<file path="src/logic/oms_defs.svh">
// Constants of the operating-mode supervisor: timing counts, field positions, reset values.
// Assumes a 125 MHz system clock on both ends.
`ifndef OMS_DEFS_SVH
`define OMS_DEFS_SVH

`define OMS_CLK_MHZ        125
`define OMS_UV_TIME_US     2000
`define OMS_FAIL_TIME_US   4000
`define OMS_SU_TIME_US     100000
`define OMS_WD_SHORT_US    100000
`define OMS_WD_LONG_US     200000
`define OMS_UV_CYC         (`OMS_UV_TIME_US * `OMS_CLK_MHZ)
`define OMS_FAIL_CYC       (`OMS_FAIL_TIME_US * `OMS_CLK_MHZ)
`define OMS_SU_CYC         (`OMS_SU_TIME_US * `OMS_CLK_MHZ)
`define OMS_WD_SHORT_CYC   (`OMS_WD_SHORT_US * `OMS_CLK_MHZ)
`define OMS_WD_LONG_CYC    (`OMS_WD_LONG_US * `OMS_CLK_MHZ)
`define OMS_WD_MAX_FAILS   2'h3
`define OMS_CNT_W          25

// Status word bit positions
`define OMS_ST_FAILSAFE    0
`define OMS_ST_WDOG_FLT    1
`define OMS_ST_UV_TO       2
`define OMS_ST_STUCK       3
`define OMS_ST_SHORT       4
`define OMS_ST_FAIL        5
`define OMS_ST_OT          6
`define OMS_ST_SOFT        7
`define OMS_ST_RESET       8
`define OMS_ST_W           9
// Status after power-on reset: only the reset bit is set
`define OMS_ST_RESET_VAL   9'h100

// Control word: bit 0 soft limp request, bit 1 short window, bit 2 trigger
`define OMS_CTL_SOFT       0
`define OMS_CTL_WD_SHORT   1
`define OMS_CTL_TRIG       2
`define OMS_CTL_W          3
`define OMS_CTL_RESET      3'h0

`endif

</file>
<file path="src/logic/oms_pkg.sv">
// Types shared by both ends of the operating-mode supervisor.
// Assumes oms_defs.svh is available on the include path.
package oms_pkg;
    typedef enum logic [2:0] {
        OMS_STARTUP,
        OMS_STARTUP_FAIL,
        OMS_NORMAL,
        OMS_SOFT_LIMP,
        OMS_LIMP
    } oms_mode_t;
endpackage : oms_pkg

</file>
<file path="src/logic/oms_link_if.sv">
// Link between the supervisor and its host: control write strobe, status reply.
// Assumes both ends run on one clock.
`timescale 1ns/10ps
`include "oms_defs.svh"
interface oms_link_if;
    logic [`OMS_CTL_W-1:0] ctl_data;
    logic                  ctl_write;
    logic                  status_read_clear;
    logic [`OMS_ST_W-1:0]  status;
    modport dev  (input ctl_data, input ctl_write, input status_read_clear, output status);
    modport host (output ctl_data, output ctl_write, output status_read_clear, input status);
endinterface : oms_link_if

</file>
<file path="src/logic/oms_supervisor.sv">
// Device end: operating-mode supervisor of the LED converter controller.
// Assumes analog comparators arrive as synchronous levels on clk.
`timescale 1ns/10ps
`include "oms_defs.svh"
module oms_supervisor #(
    parameter int UV_CYC       = `OMS_UV_CYC,
    parameter int FAIL_CYC     = `OMS_FAIL_CYC,
    parameter int SU_CYC       = `OMS_SU_CYC,
    parameter int WD_SHORT_CYC = `OMS_WD_SHORT_CYC,
    parameter int WD_LONG_CYC  = `OMS_WD_LONG_CYC
) (
    // Clock and reset (rst is power-on reset or enable toggle)
    input  wire logic         clk,
    input  wire logic         rst,
    // Link to host
    oms_link_if.dev           link,
    // Configuration and supply monitors
    input  wire logic         host_present,
    input  wire logic         battery_above_min,
    input  wire logic         reg1_above_reset,
    input  wire logic         reg1_above_fail,
    input  wire logic         reg1_overtemp,
    input  wire logic         serial_stuck,
    // Converter control
    input  wire logic         dim_logic_in,
    input  wire logic         limp_drive_pin,
    output logic              converter_on,
    output logic              reg1_enable,
    output oms_pkg::oms_mode_t mode
);
    import oms_pkg::*;

    // ==========================================================
    // State
    oms_mode_t              mode_r, mode_nxt;
    logic                   host_r;
    logic                   cfg_done_r;
    logic [`OMS_CTL_W-1:0]  ctl_r, ctl_nxt;
    logic                   trig_seen_r;
    logic [`OMS_ST_W-1:0]   st_r, st_nxt;
    logic                   reg1_on_r, reg1_on_nxt;
    logic [1:0]             wd_fails_r, wd_fails_nxt;
    logic [`OMS_CNT_W-1:0]  uv_cnt_r, fail_cnt_r, su_cnt_r, wd_cnt_r;

    // ==========================================================
    // Decode
    wire host_eff  = cfg_done_r ? host_r : host_present;
    wire wr_soft   = link.ctl_write && link.ctl_data[`OMS_CTL_SOFT];
    wire trig_flip = link.ctl_write && (link.ctl_data[`OMS_CTL_TRIG] != trig_seen_r);
    wire uv_now    = !reg1_above_reset;
    wire fail_now  = !reg1_above_fail;
    wire [`OMS_CNT_W-1:0] wd_limit = ctl_r[`OMS_CTL_WD_SHORT] ? `OMS_CNT_W'(WD_SHORT_CYC - 1)
                                                              : `OMS_CNT_W'(WD_LONG_CYC - 1);
    wire uv_exp    = uv_cnt_r == `OMS_CNT_W'(UV_CYC);
    wire fail_exp  = fail_cnt_r == `OMS_CNT_W'(FAIL_CYC);
    wire su_exp    = su_cnt_r == `OMS_CNT_W'(SU_CYC);
    wire wd_exp    = host_eff && (mode_r != OMS_STARTUP) && (wd_cnt_r == wd_limit);
    wire cause_clr = link.status_read_clear;
    // Taken from the registered word so the exit decision does not loop back into itself
    wire causes_left = !cause_clr && (|st_r[`OMS_ST_OT:`OMS_ST_WDOG_FLT]);

    // ==========================================================
    // Latch of host or standalone, taken once after reset release
    always_ff @(posedge clk or posedge rst) begin
        if (rst) begin
            host_r     <= 1'b0;
            cfg_done_r <= 1'b0;
        end else if (!cfg_done_r) begin
            host_r     <= host_present;
            cfg_done_r <= 1'b1;
        end
    end

    // ==========================================================
    // Fault duration counters, restart when the condition goes away
    always_ff @(posedge clk or posedge rst) begin
        if (rst) begin
            uv_cnt_r   <= '0;
            fail_cnt_r <= '0;
            su_cnt_r   <= '0;
        end else begin
            uv_cnt_r   <= (uv_now && mode_r == OMS_NORMAL && !uv_exp) ? uv_cnt_r + 1'b1
                        : (uv_now && uv_exp) ? uv_cnt_r : '0;
            fail_cnt_r <= (fail_now && mode_r == OMS_STARTUP && !fail_exp) ? fail_cnt_r + 1'b1
                        : (fail_now && fail_exp) ? fail_cnt_r : '0;
            su_cnt_r   <= (uv_now && battery_above_min && mode_r == OMS_STARTUP && !su_exp)
                        ? su_cnt_r + 1'b1
                        : (uv_now && battery_above_min && su_exp) ? su_cnt_r : '0;
        end
    end

    // Watchdog window counter; restarted by a trigger toggle
    always_ff @(posedge clk or posedge rst) begin
        if (rst) begin
            wd_cnt_r    <= '0;
            trig_seen_r <= 1'b0;
        end else begin
            if (link.ctl_write)
                trig_seen_r <= link.ctl_data[`OMS_CTL_TRIG];
            wd_cnt_r <= (trig_flip || wd_exp || mode_r == OMS_STARTUP) ? '0 : wd_cnt_r + 1'b1;
        end
    end

    // ==========================================================
    // Mode, control word, status and regulator enable
    always_comb begin
        mode_nxt     = mode_r;
        ctl_nxt      = link.ctl_write ? link.ctl_data : ctl_r;
        st_nxt       = st_r;
        reg1_on_nxt  = reg1_on_r;
        wd_fails_nxt = trig_flip ? 2'h0 : wd_fails_r;
        if (cause_clr)
            st_nxt[`OMS_ST_RESET:`OMS_ST_WDOG_FLT] = '0;
        st_nxt[`OMS_ST_SOFT] = (mode_r == OMS_SOFT_LIMP);

        unique case (mode_r)
            OMS_STARTUP: begin
                if (!host_eff)
                    mode_nxt = OMS_NORMAL;
                else if (reg1_above_reset && reg1_above_fail)
                    mode_nxt = OMS_NORMAL;
                else if (!battery_above_min && uv_now) begin
                    mode_nxt    = OMS_STARTUP_FAIL;
                    reg1_on_nxt = 1'b0;
                end else if (fail_exp) begin
                    mode_nxt = OMS_LIMP;
                    st_nxt[`OMS_ST_SHORT] = 1'b1;
                    st_nxt[`OMS_ST_FAIL]  = 1'b1;
                    reg1_on_nxt = 1'b0;
                end else if (su_exp) begin
                    mode_nxt = OMS_LIMP;
                    st_nxt[`OMS_ST_SHORT] = 1'b1;
                    reg1_on_nxt = 1'b0;
                end
            end
            OMS_STARTUP_FAIL: ;
            OMS_NORMAL: begin
                if (host_eff) begin
                    if (ctl_nxt[`OMS_CTL_SOFT] && wr_soft)
                        mode_nxt = OMS_SOFT_LIMP;
                    else if (wd_exp) begin
                        mode_nxt = OMS_LIMP;
                        st_nxt[`OMS_ST_WDOG_FLT] = 1'b1;
                        wd_fails_nxt = wd_fails_r + 2'h1;
                    end else if (uv_exp) begin
                        mode_nxt = OMS_LIMP;
                        st_nxt[`OMS_ST_UV_TO] = 1'b1;
                    end else if (serial_stuck) begin
                        mode_nxt = OMS_LIMP;
                        st_nxt[`OMS_ST_STUCK] = 1'b1;
                    end
                end
            end
            OMS_SOFT_LIMP: begin
                if (!ctl_r[`OMS_CTL_SOFT] && trig_flip)
                    mode_nxt = OMS_NORMAL;
            end
            OMS_LIMP: begin
                if (wd_exp) begin
                    st_nxt[`OMS_ST_WDOG_FLT] = 1'b1;
                    wd_fails_nxt = (wd_fails_r == `OMS_WD_MAX_FAILS) ? wd_fails_r : wd_fails_r + 2'h1;
                    if (wd_fails_nxt == `OMS_WD_MAX_FAILS)
                        reg1_on_nxt = 1'b0;
                end
                if (trig_flip && !causes_left && !wd_exp && !reg1_overtemp && !serial_stuck) begin
                    mode_nxt    = OMS_NORMAL;
                    reg1_on_nxt = 1'b1;
                    wd_fails_nxt = 2'h0;
                end
            end
        endcase

        // Overtemperature wins in every state when a host is present; standalone it only drops the regulator
        if (reg1_overtemp && host_eff) begin
            mode_nxt    = OMS_LIMP;
            reg1_on_nxt = 1'b0;
            st_nxt[`OMS_ST_OT] = 1'b1;
        end else if (reg1_overtemp && !host_eff) begin
            reg1_on_nxt = 1'b0;
        end

        // Entering a limp mode restores defaults but keeps the request bit
        if ((mode_nxt == OMS_LIMP || mode_nxt == OMS_SOFT_LIMP) && mode_nxt != mode_r) begin
            ctl_nxt = `OMS_CTL_RESET;
            ctl_nxt[`OMS_CTL_SOFT] = (mode_nxt == OMS_SOFT_LIMP) ? 1'b1 : ctl_r[`OMS_CTL_SOFT];
        end
        st_nxt[`OMS_ST_FAILSAFE] = (mode_nxt == OMS_LIMP) || (mode_nxt == OMS_SOFT_LIMP);
    end

    always_ff @(posedge clk or posedge rst) begin
        if (rst) begin
            mode_r     <= OMS_STARTUP;
            ctl_r      <= `OMS_CTL_RESET;
            st_r       <= `OMS_ST_RESET_VAL;
            reg1_on_r  <= 1'b1;
            wd_fails_r <= 2'h0;
        end else begin
            mode_r     <= mode_nxt;
            ctl_r      <= ctl_nxt;
            st_r       <= st_nxt;
            reg1_on_r  <= reg1_on_nxt;
            wd_fails_r <= wd_fails_nxt;
        end
    end

    // ==========================================================
    // Outputs; reset bit reports the power-on reset after start-up
    always_ff @(posedge clk or posedge rst) begin
        if (rst)
            converter_on <= 1'b0;
        else
            unique case (mode_r)
                OMS_STARTUP:      converter_on <= 1'b0;
                OMS_STARTUP_FAIL: converter_on <= battery_above_min && dim_logic_in;
                OMS_NORMAL:       converter_on <= dim_logic_in;
                OMS_SOFT_LIMP:    converter_on <= limp_drive_pin;
                OMS_LIMP:         converter_on <= limp_drive_pin;
            endcase
    end

    assign reg1_enable = reg1_on_r;
    assign mode        = mode_r;
    assign link.status = st_r;
endmodule : oms_supervisor

</file>
<file path="src/flat_wrapper.sv">
// flat-port wrapper written by rule: the top's interface ports become plain ports
module oms_supervisor_flat import oms_pkg::*;
#(
    parameter int UV_CYC       = `OMS_UV_CYC,
    parameter int FAIL_CYC     = `OMS_FAIL_CYC,
    parameter int SU_CYC       = `OMS_SU_CYC,
    parameter int WD_SHORT_CYC = `OMS_WD_SHORT_CYC,
    parameter int WD_LONG_CYC  = `OMS_WD_LONG_CYC
)
  (clk, rst, host_present, battery_above_min, reg1_above_reset, reg1_above_fail, reg1_overtemp, serial_stuck, dim_logic_in, limp_drive_pin, converter_on, reg1_enable, mode, link_ctl_data, link_ctl_write, link_status_read_clear, link_status);
  oms_link_if link_i ();
  input  wire logic clk;
  input  wire logic rst;
  input  wire logic host_present;
  input  wire logic battery_above_min;
  input  wire logic reg1_above_reset;
  input  wire logic reg1_above_fail;
  input  wire logic reg1_overtemp;
  input  wire logic serial_stuck;
  input  wire logic dim_logic_in;
  input  wire logic limp_drive_pin;
  output logic converter_on;
  output logic reg1_enable;
  output oms_pkg::oms_mode_t mode;
  input wire logic [$bits(link_i.ctl_data)-1:0] link_ctl_data;
  input wire logic [$bits(link_i.ctl_write)-1:0] link_ctl_write;
  input wire logic [$bits(link_i.status_read_clear)-1:0] link_status_read_clear;
  output wire logic [$bits(link_i.status)-1:0] link_status;
  assign link_i.ctl_data = link_ctl_data;
  assign link_i.ctl_write = link_ctl_write;
  assign link_i.status_read_clear = link_status_read_clear;
  assign link_status = link_i.status;
  oms_supervisor #(.UV_CYC(UV_CYC), .FAIL_CYC(FAIL_CYC), .SU_CYC(SU_CYC), .WD_SHORT_CYC(WD_SHORT_CYC), .WD_LONG_CYC(WD_LONG_CYC)) u_core (.clk(clk), .rst(rst), .link(link_i), .host_present(host_present), .battery_above_min(battery_above_min), .reg1_above_reset(reg1_above_reset), .reg1_above_fail(reg1_above_fail), .reg1_overtemp(reg1_overtemp), .serial_stuck(serial_stuck), .dim_logic_in(dim_logic_in), .limp_drive_pin(limp_drive_pin), .converter_on(converter_on), .reg1_enable(reg1_enable), .mode(mode));
endmodule
</file>
<file path="config.mk">
export PLATFORM = sky130hd
export DESIGN_NAME = oms_supervisor_flat
export DESIGN_NICKNAME = d
export VERILOG_FILES = /design/src/logic/oms_pkg.sv /design/src/logic/oms_link_if.sv /design/src/logic/oms_supervisor.sv /design/src/flat_wrapper.sv
export VERILOG_INCLUDE_DIRS = /design/src /design/src/logic
export SDC_FILE = /design/constraint.sdc
export NUM_CORES = 1
export LEC_CHECK = 0
export BUFFER_PORTS_ARGS = -buffer_cell sky130_fd_sc_hd__buf_2
export CAP_MARGIN = 10
export CELL_PAD_IN_SITES_DETAIL_PLACEMENT = 1
export CELL_PAD_IN_SITES_GLOBAL_PLACEMENT = 1
export CORE_MARGIN = 5
export CORE_UTILIZATION = 40
export DETAILED_ROUTE_END_ITERATION = 10
export MAX_ROUTING_LAYER = met4
export PLACE_DENSITY = 0.77
export SETUP_SLACK_MARGIN = 0.2
export SLEW_MARGIN = 40
export SYNTH_ARGS = -nofsm -noshare
export SYNTH_HDL_FRONTEND = slang
export SYNTH_SLANG_ARGS = --single-unit
</file>
<file path="constraint.sdc">
create_clock -name clk -period 6.9 [get_ports clk]
set_clock_uncertainty 0.2 [all_clocks]
set_input_delay 0 -clock clk [delete_from_list [all_inputs] [get_ports clk]]
set_output_delay 0 -clock clk [all_outputs]
set_load 0.01 [all_outputs]
</file>
; Word level (Yosys, flattened, before mapping)
; Index checks and enable logic that the tools add are counted.
; W data, S select, Z words.
[totals]
reg_bits = 121
elab_cells = 159
[classes]
addsub = 5
eq_ne = 23
mux = 64
reduce_logical = 51
[ops]
columns = op, n
row1 = $mux W25, 8
row2 = $add A25 B1 Y25 const B, 4
row3 = $mux W3, 15
row4 = $mux W2, 15
row5 = $logic_and A1 B1 Y1, 27
row6 = $eq A25 B18 Y1 const B, 1
row7 = $eq A25 B19 Y1 const B, 1
row8 = $eq A25 B24 Y1 const B, 1
row9 = $eq A25 B25 Y1, 1
row10 = $mux W1, 20
row11 = $logic_not A1 Y1, 13
row12 = $pmux W3 S4, 1
row13 = $ne A5 B1 Y1 const B, 2
row14 = $eq A3 B2 Y1 const B, 3
row15 = $ne A2 B1 Y1 const B, 4
row16 = $eq A3 B3 Y1 const B, 2
row17 = $mux W6, 1
row18 = $ne A6 B4 Y1 const B, 1
row19 = $reduce_and A6 Y1, 1
row20 = $reduce_or A6 Y1, 1
row21 = $eq A2 B2 Y1 const B, 2
row22 = $ne A4 B3 Y1 const B, 1
row23 = $ne A4 B4 Y1 const B, 1
row24 = $pmux W1 S2, 2
row25 = 12 further kinds, 15

; Longest topological paths before layout
; Gate-level depths: netlist (run 1).
[logic_depth]
word_depth = 14
ltp_mapped = 10
depth_no_buf = 10

; Worst setup path after synthesis (run 1)
; No wires, ideal clock.
[synth_timing]
kind = flip-flop to flip-flop
from = register u_core.uv_cnt_r[13]
to = register u_core.ctl_r[0]
setup_ps = 127
arrival_time_ps = 2327
required_time_ps = 6573
path_slack_ps = 4246
stages_incl_launch_ff = 10
cell_sequence = dfrtp_1 buf_6 or4b_1 or3_4 o2111ai_2 a32o_2 a21o_2 o21ai_2 o21ai_2 mux2_1
[synth_between]
elab_chain_len = 11
elab_cells_between_ends = 14
cone_classes = eq/ne: 5 / mux: 7 / reduce/logical: 2
[synth_lines]
columns = item, line
row1 = from (decl), oms_supervisor.sv:43  ; logic [`OMS_CNT_W-1:0] uv_cnt_r, fail_cnt_r, su_cnt_r, wd_cnt_r;
row2 = from (signal assigned), oms_supervisor.sv:82  ; uv_cnt_r <= (uv_now && mode_r == OMS_NORMAL && !uv_exp) ? uv_cnt_r + 1'b1
row3 = $eq A25 B18 Y1 *, oms_supervisor.sv:54  ; wire uv_exp = uv_cnt_r == `OMS_CNT_W'(UV_CYC);
row4 = $mux W3 *, oms_supervisor.sv:145  ; end else if (uv_exp) begin
row5 = $mux W3 *, oms_supervisor.sv:141  ; else if (wd_exp) begin
row6 = $mux W3 *, oms_supervisor.sv:139  ; if (ctl_nxt[`OMS_CTL_SOFT] && wr_soft)
row7 = $mux W3 *, oms_supervisor.sv:138  ; if (host_eff) begin
row8 = $pmux W3 S4 *, oms_supervisor.sv:116  ; unique case (mode_r)
row9 = $mux W3 *, oms_supervisor.sv:174  ; if (reg1_overtemp && host_eff) begin
row10 = $eq A3 B3 Y1 or $eq A3 B2 Y1 (tied branches), "oms_supervisor.sv:183, oms_supervisor.sv:185"
row11 = $logic_or A1 B1 Y1, oms_supervisor.sv:183  ; if ((mode_nxt == OMS_LIMP || mode_nxt == OMS_SOFT_LIMP) && mode_nxt != mode_r) begin
row12 = $logic_and A1 B1 Y1, oms_supervisor.sv:183
row13 = $ne A2 B1 Y1 (no source line) or $mux W2 (tied branches), n/a
row14 = to (signal assigned), oms_supervisor.sv:193  ; ctl_r <= `OMS_CTL_RESET;
row15 = to (signal assigned), oms_supervisor.sv:199  ; ctl_r <= ctl_nxt;
row16 = to (decl), oms_supervisor.sv:38  ; logic [`OMS_CTL_W-1:0] ctl_r, ctl_nxt;
; Every way passes the cells marked *; elsewhere a longest branch is shown, timed or not.
; A chain may end at the register's enable or synchronous reset.

; Worst setup path in the final report (run 1)
[layout_timing]
from = register u_core.su_cnt_r[0]
to = register u_core.ctl_r[0]
[layout_between]
elab_chain_len = 12
elab_cells_between_ends = 15
cone_classes = eq/ne: 5 / mux: 8 / reduce/logical: 2
[layout_lines]
columns = item, line
row1 = from (decl), oms_supervisor.sv:43
row2 = from (signal assigned), oms_supervisor.sv:86  ; su_cnt_r <= (uv_now && battery_above_min && mode_r == OMS_STARTUP && !su_exp)
row3 = $eq A25 B24 Y1 *, oms_supervisor.sv:56  ; wire su_exp = su_cnt_r == `OMS_CNT_W'(SU_CYC);
row4 = $mux W3 *, oms_supervisor.sv:130  ; end else if (su_exp) begin
row5 = $mux W3 *, oms_supervisor.sv:125  ; end else if (fail_exp) begin
row6 = $mux W3 *, oms_supervisor.sv:122  ; else if (!battery_above_min && uv_now) begin
row7 = $mux W3 *, oms_supervisor.sv:120  ; else if (reg1_above_reset && reg1_above_fail)
row8 = $mux W3 *, oms_supervisor.sv:118  ; if (!host_eff)
row9 = $pmux W3 S4 *, oms_supervisor.sv:116
row10 = $mux W3 *, oms_supervisor.sv:174
row11 = $eq A3 B3 Y1 or $eq A3 B2 Y1 (tied branches), "oms_supervisor.sv:183, oms_supervisor.sv:185"
row12 = $logic_or A1 B1 Y1, oms_supervisor.sv:183
row13 = $logic_and A1 B1 Y1, oms_supervisor.sv:183
row14 = $ne A2 B1 Y1 (no source line) or $mux W2 (tied branches), n/a
; Marked as above.

==> results of run 1 <==
placed cells by master (no fill, tap or decap), drive strengths merged, types with 13 or more instances in the layout:
cell type,count
xor2,48
buf,29
dfrtp,119
o21ai,44
nor3,13
nand3,48
a21oi,25
clkbuf,23
nor2,107
inv,28
xnor2,26
nand2,49
and3,14
dlygate4sd3,19
nand4,19
layout make-up:
class                      instances  area [µm²]  area share [%]
clock buffer                      23         488            6.41
clock inverter                     8         165            2.17
inverter                          28         108            1.41
multi-input combinational        519        3200            42.1
sequential                       121        3030            39.8
tap                              216         270            3.55
timing repair buffer              48         342            4.49
stage by stage:
step / power [mW] / setup slack, ns / area [µm²] / std cells
finish: 1.94 / 3.07 / 7610 / 963
global route: 2.03 / 2.70 / 7610 / 963
CTS: 1.96 / 3.08 / 7610 / 963
detailed placement: 0.950 / 3.69 / 6760 / 913
global placement: 0.943 / 3.83 / 6760 / 913
floorplan: 0.893 / 3.49 / 6440 / 690
power breakdown:
part,total (mW),internal (mW),leakage (nW),switching [mW]
Clock,0.987,0.675,0.323,0.312
Sequential,0.767,0.734,1.66,0.0325
Combinational,0.186,0.0736,1.16,0.112
cell families (layout without fill, tap and decap cells):
| logic type | Yosys count | in the layout | share of synthesized area (%) |
|---|---|---|---|
| flip-flops | 121 | 121 | 47.1 |
| AND/OR/NAND/NOR | 320 | 320 | 25.8 |
| XOR/XNOR | 74 | 74 | 10.1 |
| buffers and inverters | 50 | 107 | 3.21 |
| AO/OA/AOI/OAI | 107 | 107 | 10.8 |
| multiplexers | 8 | 8 | 1.30 |
| other | 1 | 1 | 0.0583 |
| adder cells (fa/ha/maj) | 9 | 9 | 1.75 |
state kept, by name, indices dropped and copies added, names as in the netlist, 2 cells and up:
signal,cells
u_core.wd_fails_r,2
u_core.ctl_r,2
u_core.link.status,9
u_core.mode,3
u_core.uv_cnt_r,25
u_core.fail_cnt_r,25
u_core.wd_cnt_r,25
u_core.su_cnt_r,25
worst max path at each step:
| stage | start | endpoint | slack (ns) | cells after the start |
|---|---|---|---|---|
| finish | u_core.su_cnt_r[0] | u_core.ctl_r[0] | 3.07 | 11 |
| global route | u_core.mode[1] | u_core.ctl_r[0] | 2.70 | 9 |
| CTS | u_core.su_cnt_r[0] | u_core.ctl_r[0] | 3.08 | 11 |
| detailed placement | u_core.su_cnt_r[0] | u_core.ctl_r[0] | 3.69 | 10 |
| global placement | u_core.mode[1] | u_core.ctl_r[0] | 3.83 | 8 |
| floorplan | rst | u_core.cfg_done_r | 3.49 | 1 |
routing by layer:
metal / up-vias / global-route usage, % / wire (µm)
met1: 2731 / 24.9 / 7640
met5: - / - / 0
li1: 2511 / - / -
met3: 19 / 4.19 / 440
met4: 0 / 6.21 / 257
met2: 59 / 33.1 / 8540
worst max-delay path, delay by kind of cell, from the launching register on:
family	cells	cell delay (ns)
AND/OR/NAND/NOR	4	1.35
buffers and inverters	2	0.67
AO/OA/AOI/OAI	3	0.61
flip-flops	1	0.41
multiplexers	1	0.32
adder cells (fa/ha/maj)	1	0.14
==> impl_results.md, run 1 <==
- Flop-to-flop setup slack: 3.07 ns
- FMAX: 261 MHz
- Layout area overhead: 18.2%
- Setup Total Neg Slack: 0 ns
- Vias: 5320
- Rel. slew slack: 46.8%
- CTS H-tree depth: 4
- Initial drt markers: 287
- Total track usage: 20.1%
- Final WL: 16.9 mm
- Critical Path, Cell by Cell: inv_1 > ha_1 > nor4b_1 > nand3_1 > nor4_1 > o2111ai_1 > nand2_1 > o21ai_2 > o21ai_2 > mux2_1 > dlygate4sd3_1
- Synth warn: 0
- Top-Level Pins: 29
- Pin slew with the least headroom to its limit: 0.798 ns
- Root Buffer Master: clkbuf_16
- Clock tree buffer depth: 2
- Count leader, synth: dfrtp_1
- Worst Reg2Reg Path Length in Cells: 11
- Clk sink count: 121
- Clock transition at path regs: 0.06 ns
- CP max-delay cell: nor4_1
- Post-synth cell types: 68
- Hold WS: 0.00654 ns
- Worst Hold Class: in -> async
- Cell area after synthesis: 6440 µm²
- FP Rows: 46
- Die X: 137 µm
- Most frequent cell on the critical path: o21ai_2
- Arr. time, crit path: 3.93 ns
- Die area: 18700 µm²
- Top cell type's share of synthesized area: 46.3%
- Post-layout util: 48.1%
- Routability cong.: 0.857
- Status: finished clean
- Vias per cell: 5.52
- Setup-failing EPs final: 0
- DRT Pass-1 Iters: 4
- Top post-synthesis cells by area: dfrtp_1 (46%), xor2_1 (6.5%), nor2_1 (6.2%)
- Mapped Cells: 690
- Post-synthesis sequential area ratio: 47.1%
- Post-synth net total: 714
- Largest net degree at the start of global routing: 73
- Post-CTS Setup Inserts: 0
- Crit share post-route: 55.5%
- Total gr overflow: 0
- RR Endpoint: u_core.ctl_r[0]
- Most frequent cells after synthesis: dfrtp_1 (119), nor2_1 (106), nand2_1 (49), nand3_1 (48), xor2_1 (48)
- Crit path max fanout: 4
- Startpoint Class: flip-flop
- First-pass GRT wire length: 28.9 mm
- Die height: 137 µm
- CTS Buf Count: 17
- Vias in the first global route: 5719
- Hold Vio Cnt, Final: 0
- Post-DR wirelength/cell: 17.5 µm
- Critical path type: reg -> reg
- CP peak stage delay: 0.71 ns
- DRC Markers: 0
- Cell taking the most area after synthesis: dfrtp_1
- Final Max Tran Viols: 0
- IO Port Bufs: 28
- Routed Antenna Nets: 0
- RSZ-0062 raised after global routing: no
- Post-synth EDFFs: 0
- Starting Density: 40.7%
- Req. time, crit path: 7.00 ns
- CTS tree: built
- Fraction of layout cells with a size suffix above 1: 11.6%
- Leakage power: 3.14 nW
- Main synth FF type: dfrtp_1
- Initial antenna violation count: 0
- # fillers: 1806
- PD cells: 255 nW/µm²
- Cts repair resizes: 0
- # nets final: 759
- Diodes inserted: 0
- Core area: 15800 µm²
- Post-CTS Hold Fix Bufs: 19
- Dpl hpwl: 11.8 mm
- Synthesized area per cell: 9.33 µm²
- CP endpoint kind: flip-flop
- Maximum VDD drop: 0.176 mV
- Reg-to-Reg Start: u_core.su_cnt_r[0]
- Async SR Flop Fraction: 100%
- Skew-Pair Late Insertion Delay: 0.42 ns
- Tmin final: 3.83 ns
- Synthesized flop and latch total: 121
- Max-cap viol count: 0
No activity file was read; power rests on OpenSTA's default activity.
==> run 2: changes to the inputs <==
ABC_AREA = 1   (was unset)
PLACE_DENSITY = 0.83   (was 0.77)
clock period = 3.5 ns   (was 6.9 ns; I/O delays follow)
==> run 2 against run 1 <==
Sequential power rose by 100%. Final cell count up 31%. Worst hold slack improved by 0.0073 ns. Maximum frequency rose by 47%.
==> impl_results.md, run 2 <==
- Status: finished clean (unchanged)
- Cell taking the most area after synthesis: dfrtp_1 (unchanged)
- Top sig layer: met4 (unchanged)
- # fillers: 2232 (was 1806)
- Maximum VDD drop: 0.373 mV (was 0.176 mV)
- FMAX: 385 MHz (was 261 MHz)
- Top cell type's share of synthesized area: 41.6% (was 46.3%)
- DRT Pass-1 Iters: 4 (unchanged)
- Layout area overhead: 17.4% (was 18.2%)
- Most frequent cells in the layout: nand2_1 (201), nor2_1 (148), inv_1 (125) (was dfrtp_1 (119), nor2_1 (106), nand2_1 (49))
- Vias in the first global route: 7107 (was 5719)
- Startpoint Class: flip-flop (unchanged)
- Worst Hold Class: in -> async (unchanged)
- Leakage power: 3.81 nW (was 3.14 nW)
- Routability cong.: 0.859 (was 0.857)
- Largest net degree at the start of global routing: 52 (was 73)
- Dpl hpwl: 14.5 mm (was 11.8 mm)
- # nets final: 1047 (was 759)
- Final Max Tran Viols: 0 (unchanged)
- Die area: 20700 µm² (was 18700 µm²)
- Arr. time, crit path: 2.71 ns (was 3.93 ns)
- Sequential share of power: 38.3% (was 39.5%)
- Vias per cell: 5.28 (was 5.52)
- Main synth FF type: dfrtp_1 (unchanged)
- Post-synth EDFFs: 0 (unchanged)
- Sw Pwr: 1.25 mW (was 0.457 mW)
- Synth warn: 0 (unchanged)
- Die height: 144 µm (was 137 µm)
- PD cells: 481 nW/µm² (was 255 nW/µm²)
- Pin slew with the least headroom to its limit: 0.719 ns (was 0.798 ns)
- Clock tree buffer depth: 2 (unchanged)
- Top-Level Pins: 29 (unchanged)
- Clock transition at path regs: 0.06 ns (about the same)
- Hold Vio Cnt, Final: 0 (unchanged)
- Rel. slew slack: 51.7% (was 46.8%)
- Root Buffer Master: clkbuf_16 (unchanged)
- Post-synthesis sequential area ratio: 42.3% (was 47.1%)
- Initial antenna violation count: 0 (unchanged)
- Clk sink count: 121 (unchanged)
- Routed Antenna Nets: 0 (unchanged)
- RSZ-0062 raised after global routing: no (unchanged)
- Wire length on met3: 500 µm (was 440 µm)
- Total gr overflow: 0 (unchanged)
- Async SR Flop Fraction: 100% (unchanged)
- Post-synth net total: 982 (was 714)
- Post-DR wirelength/cell: 16.0 µm (was 17.5 µm)
- Setup Total Neg Slack: 0 ns (unchanged)
- Tmin final: 2.60 ns (was 3.83 ns)
- Setup-failing EPs final: 0 (unchanged)
- DRC Markers: 0 (unchanged)
- Post-CTS Hold Fix Bufs: 22 (was 19)
- Top post-synthesis cells by area: dfrtp_1 (42%), nand2_1 (11%), nor2_1 (7.8%) (was dfrtp_1 (46%), xor2_1 (6.5%), nor2_1 (6.2%))
- Final WL: 20.3 mm (was 16.9 mm)
- Crit path max fanout: 10 (was 4)
- IO Port Bufs: 28 (unchanged)
- Synthesized flop and latch total: 121 (unchanged)
- Initial drt markers: 268 (was 287)
- Starting Density: 40.3% (was 40.7%)
- Worst Reg2Reg Path Length in Cells: 8 (was 11)
- Die X: 144 µm (was 137 µm)
- Critical path type: reg -> reg (unchanged)
- Count leader, synth: nand2_1 (was dfrtp_1)
- WL met1: 9.26 mm (was 7.64 mm)
- Synthesized area per cell: 7.48 µm² (was 9.33 µm²)
- Pre-CTS WS: 0.928 ns (was 3.69 ns)
- FP Rows: 49 (was 46)
- CTS tree: built (unchanged)
- Switching fraction of total power: 31.0% (was 23.6%)
- Post-CTS Setup Inserts: 0 (unchanged)
- Total track usage: 21.5% (was 20.1%)
- Cell area after synthesis: 7160 µm² (was 6440 µm²)
- Max-cap viol count: 0 (unchanged)
- Diodes inserted: 0 (unchanged)
- Mapped Cells: 958 (was 690)
- Cts repair resizes: 0 (unchanged)
- DP Area: 7610 µm² (was 6760 µm²)
- Vias: 6683 (was 5320)
- Req. time, crit path: 3.61 ns (was 7.00 ns)
- Skew-Pair Late Insertion Delay: 0.43 ns (was 0.42 ns)
- Design area: 8410 µm² (was 7610 µm²)
- Worst setup margin: 0.902 ns (was 3.07 ns)
- Commonest non-fill, non-tap cell in the layout: nand2_1 (was dfrtp_1)
- Post-layout util: 47.3% (was 48.1%)
- First-pass GRT wire length: 34.7 mm (was 28.9 mm)
- Comb power frac: 18.5% (was 9.6%)
- Core area: 17800 µm² (was 15800 µm²)
- Post-synth cell types: 47 (was 68)
- Clock group share of total power: 43.1% (was 50.9%)
- Internal: 2.79 mW (was 1.48 mW)
- Crit share post-route: 74.2% (was 55.5%)
- Fraction of layout cells with a size suffix above 1: 13.6% (was 11.6%)
- DR WL met2: 10.3 mm (was 8.54 mm)
- CTS Buf Count: 17 (unchanged)
- CP endpoint kind: flip-flop (unchanged)
- Most frequent cells after synthesis: nand2_1 (201), nor2_1 (148), inv_1 (126), dfrtp_1 (119), a21oi_1 (54) (was dfrtp_1 (119), nor2_1 (106), nand2_1 (49), nand3_1 (48), xor2_1 (48))
- CTS H-tree depth: 4 (unchanged)
## run 2: cell count changes in the layout (fill, tap and decap cells not counted), moves of 9 or more
| cell | delta |
|---|---|
| nand2_2 | +9 |
| a21oi_1 | +29 |
| xor2_1 | -37 |
| nor2_1 | +42 |
| and3_1 | -13 |
| nand3_2 | +10 |
| nand4_1 | +13 |
| or3_1 | -10 |
| xnor2_1 | -23 |
| nor3_1 | +18 |
| nand2_1 | +152 |
| inv_1 | +98 |
| inv_2 | +11 |
## run 2: cells by family after synthesis
group / share of synthesized area, %
xor gates and xnor gates: 1.71
buffers and inverters: 7.82
and+or+nand+nor: 36.3
DFF: 42.3
other: 0.0523
adders and majority gates: 1.57
AOI/OAI and AO/OA: 10.3
## run 2: worst paths after layout
kind | to | slack, ns | from
max | u_core.link.status[3] | 0.90 | u_core.mode[0]
min | u_core.su_cnt_r[15] | 0.01 | rst
max reg2reg | u_core.link.status[3] | 0.90 | u_core.mode[0]
min reg2reg | u_core.link.status[8] | 0.24 | u_core.link.status[8]
max in group asynchronous | u_core.fail_cnt_r[22] | 2.31 | rst
min in group clk | u_core.link.status[8] | 0.07 | link_status_read_clear
## run 2: power by group through the flow
stage / sequential [mW] / clock [mW] / combinational (mW)
2_1_floorplan: 1.56 / 0 / 0.495
3_3_place_gp: 1.57 / 0 / 0.691
3_5_place_dp: 1.58 / 0 / 0.713
4_1_cts: 1.55 / 1.78 / 0.755
5_1_grt: 1.56 / 1.84 / 0.845
6_report: 1.55 / 1.75 / 0.749
## run 2: cell type report
type,instances,area [µm²],area share [%]
Clock buffer,20,457,5.43
Inverter,137,518,6.16
Timing Repair Buffer,56,418,4.97
Clock inverter,12,125,1.49
Tap cell,229,287,3.41
Sequential cell,121,3030,36.0
Multi-Input combinational cell,690,3570,42.5
## run 2: layer usage
metal | vias to the layer above | track usage [%]
li1 | 3257 | -
met1 | 3329 | 26.9
met2 | 76 | 35.9
met3 | 21 | 3.89
met4 | 0 | 5.95
met5 | - | -
## run 2: critical path, cell delays in order, from the launching register on
cell and delay, ns:
dfrtp_1 0.62, nor2_4 0.09, nand2_2 0.15, inv_1 0.14, nor4_1 0.26, nand4_1 0.21
nand2_1 0.14, o21ai_0 0.09, dlygate4sd3_1 0.57
## run 2: stage by stage
step / hold slack (ns) / cells / total power, mW
after floorplan: -0.168 / 958 / 2.05
after global routing: 0.0853 / 1265 / 4.25
after global placement: -0.0617 / 1211 / 2.26
after CTS: 0.0288 / 1265 / 4.08
after detailed placement: -0.0568 / 1211 / 2.29
final: 0.0138 / 1265 / 4.05
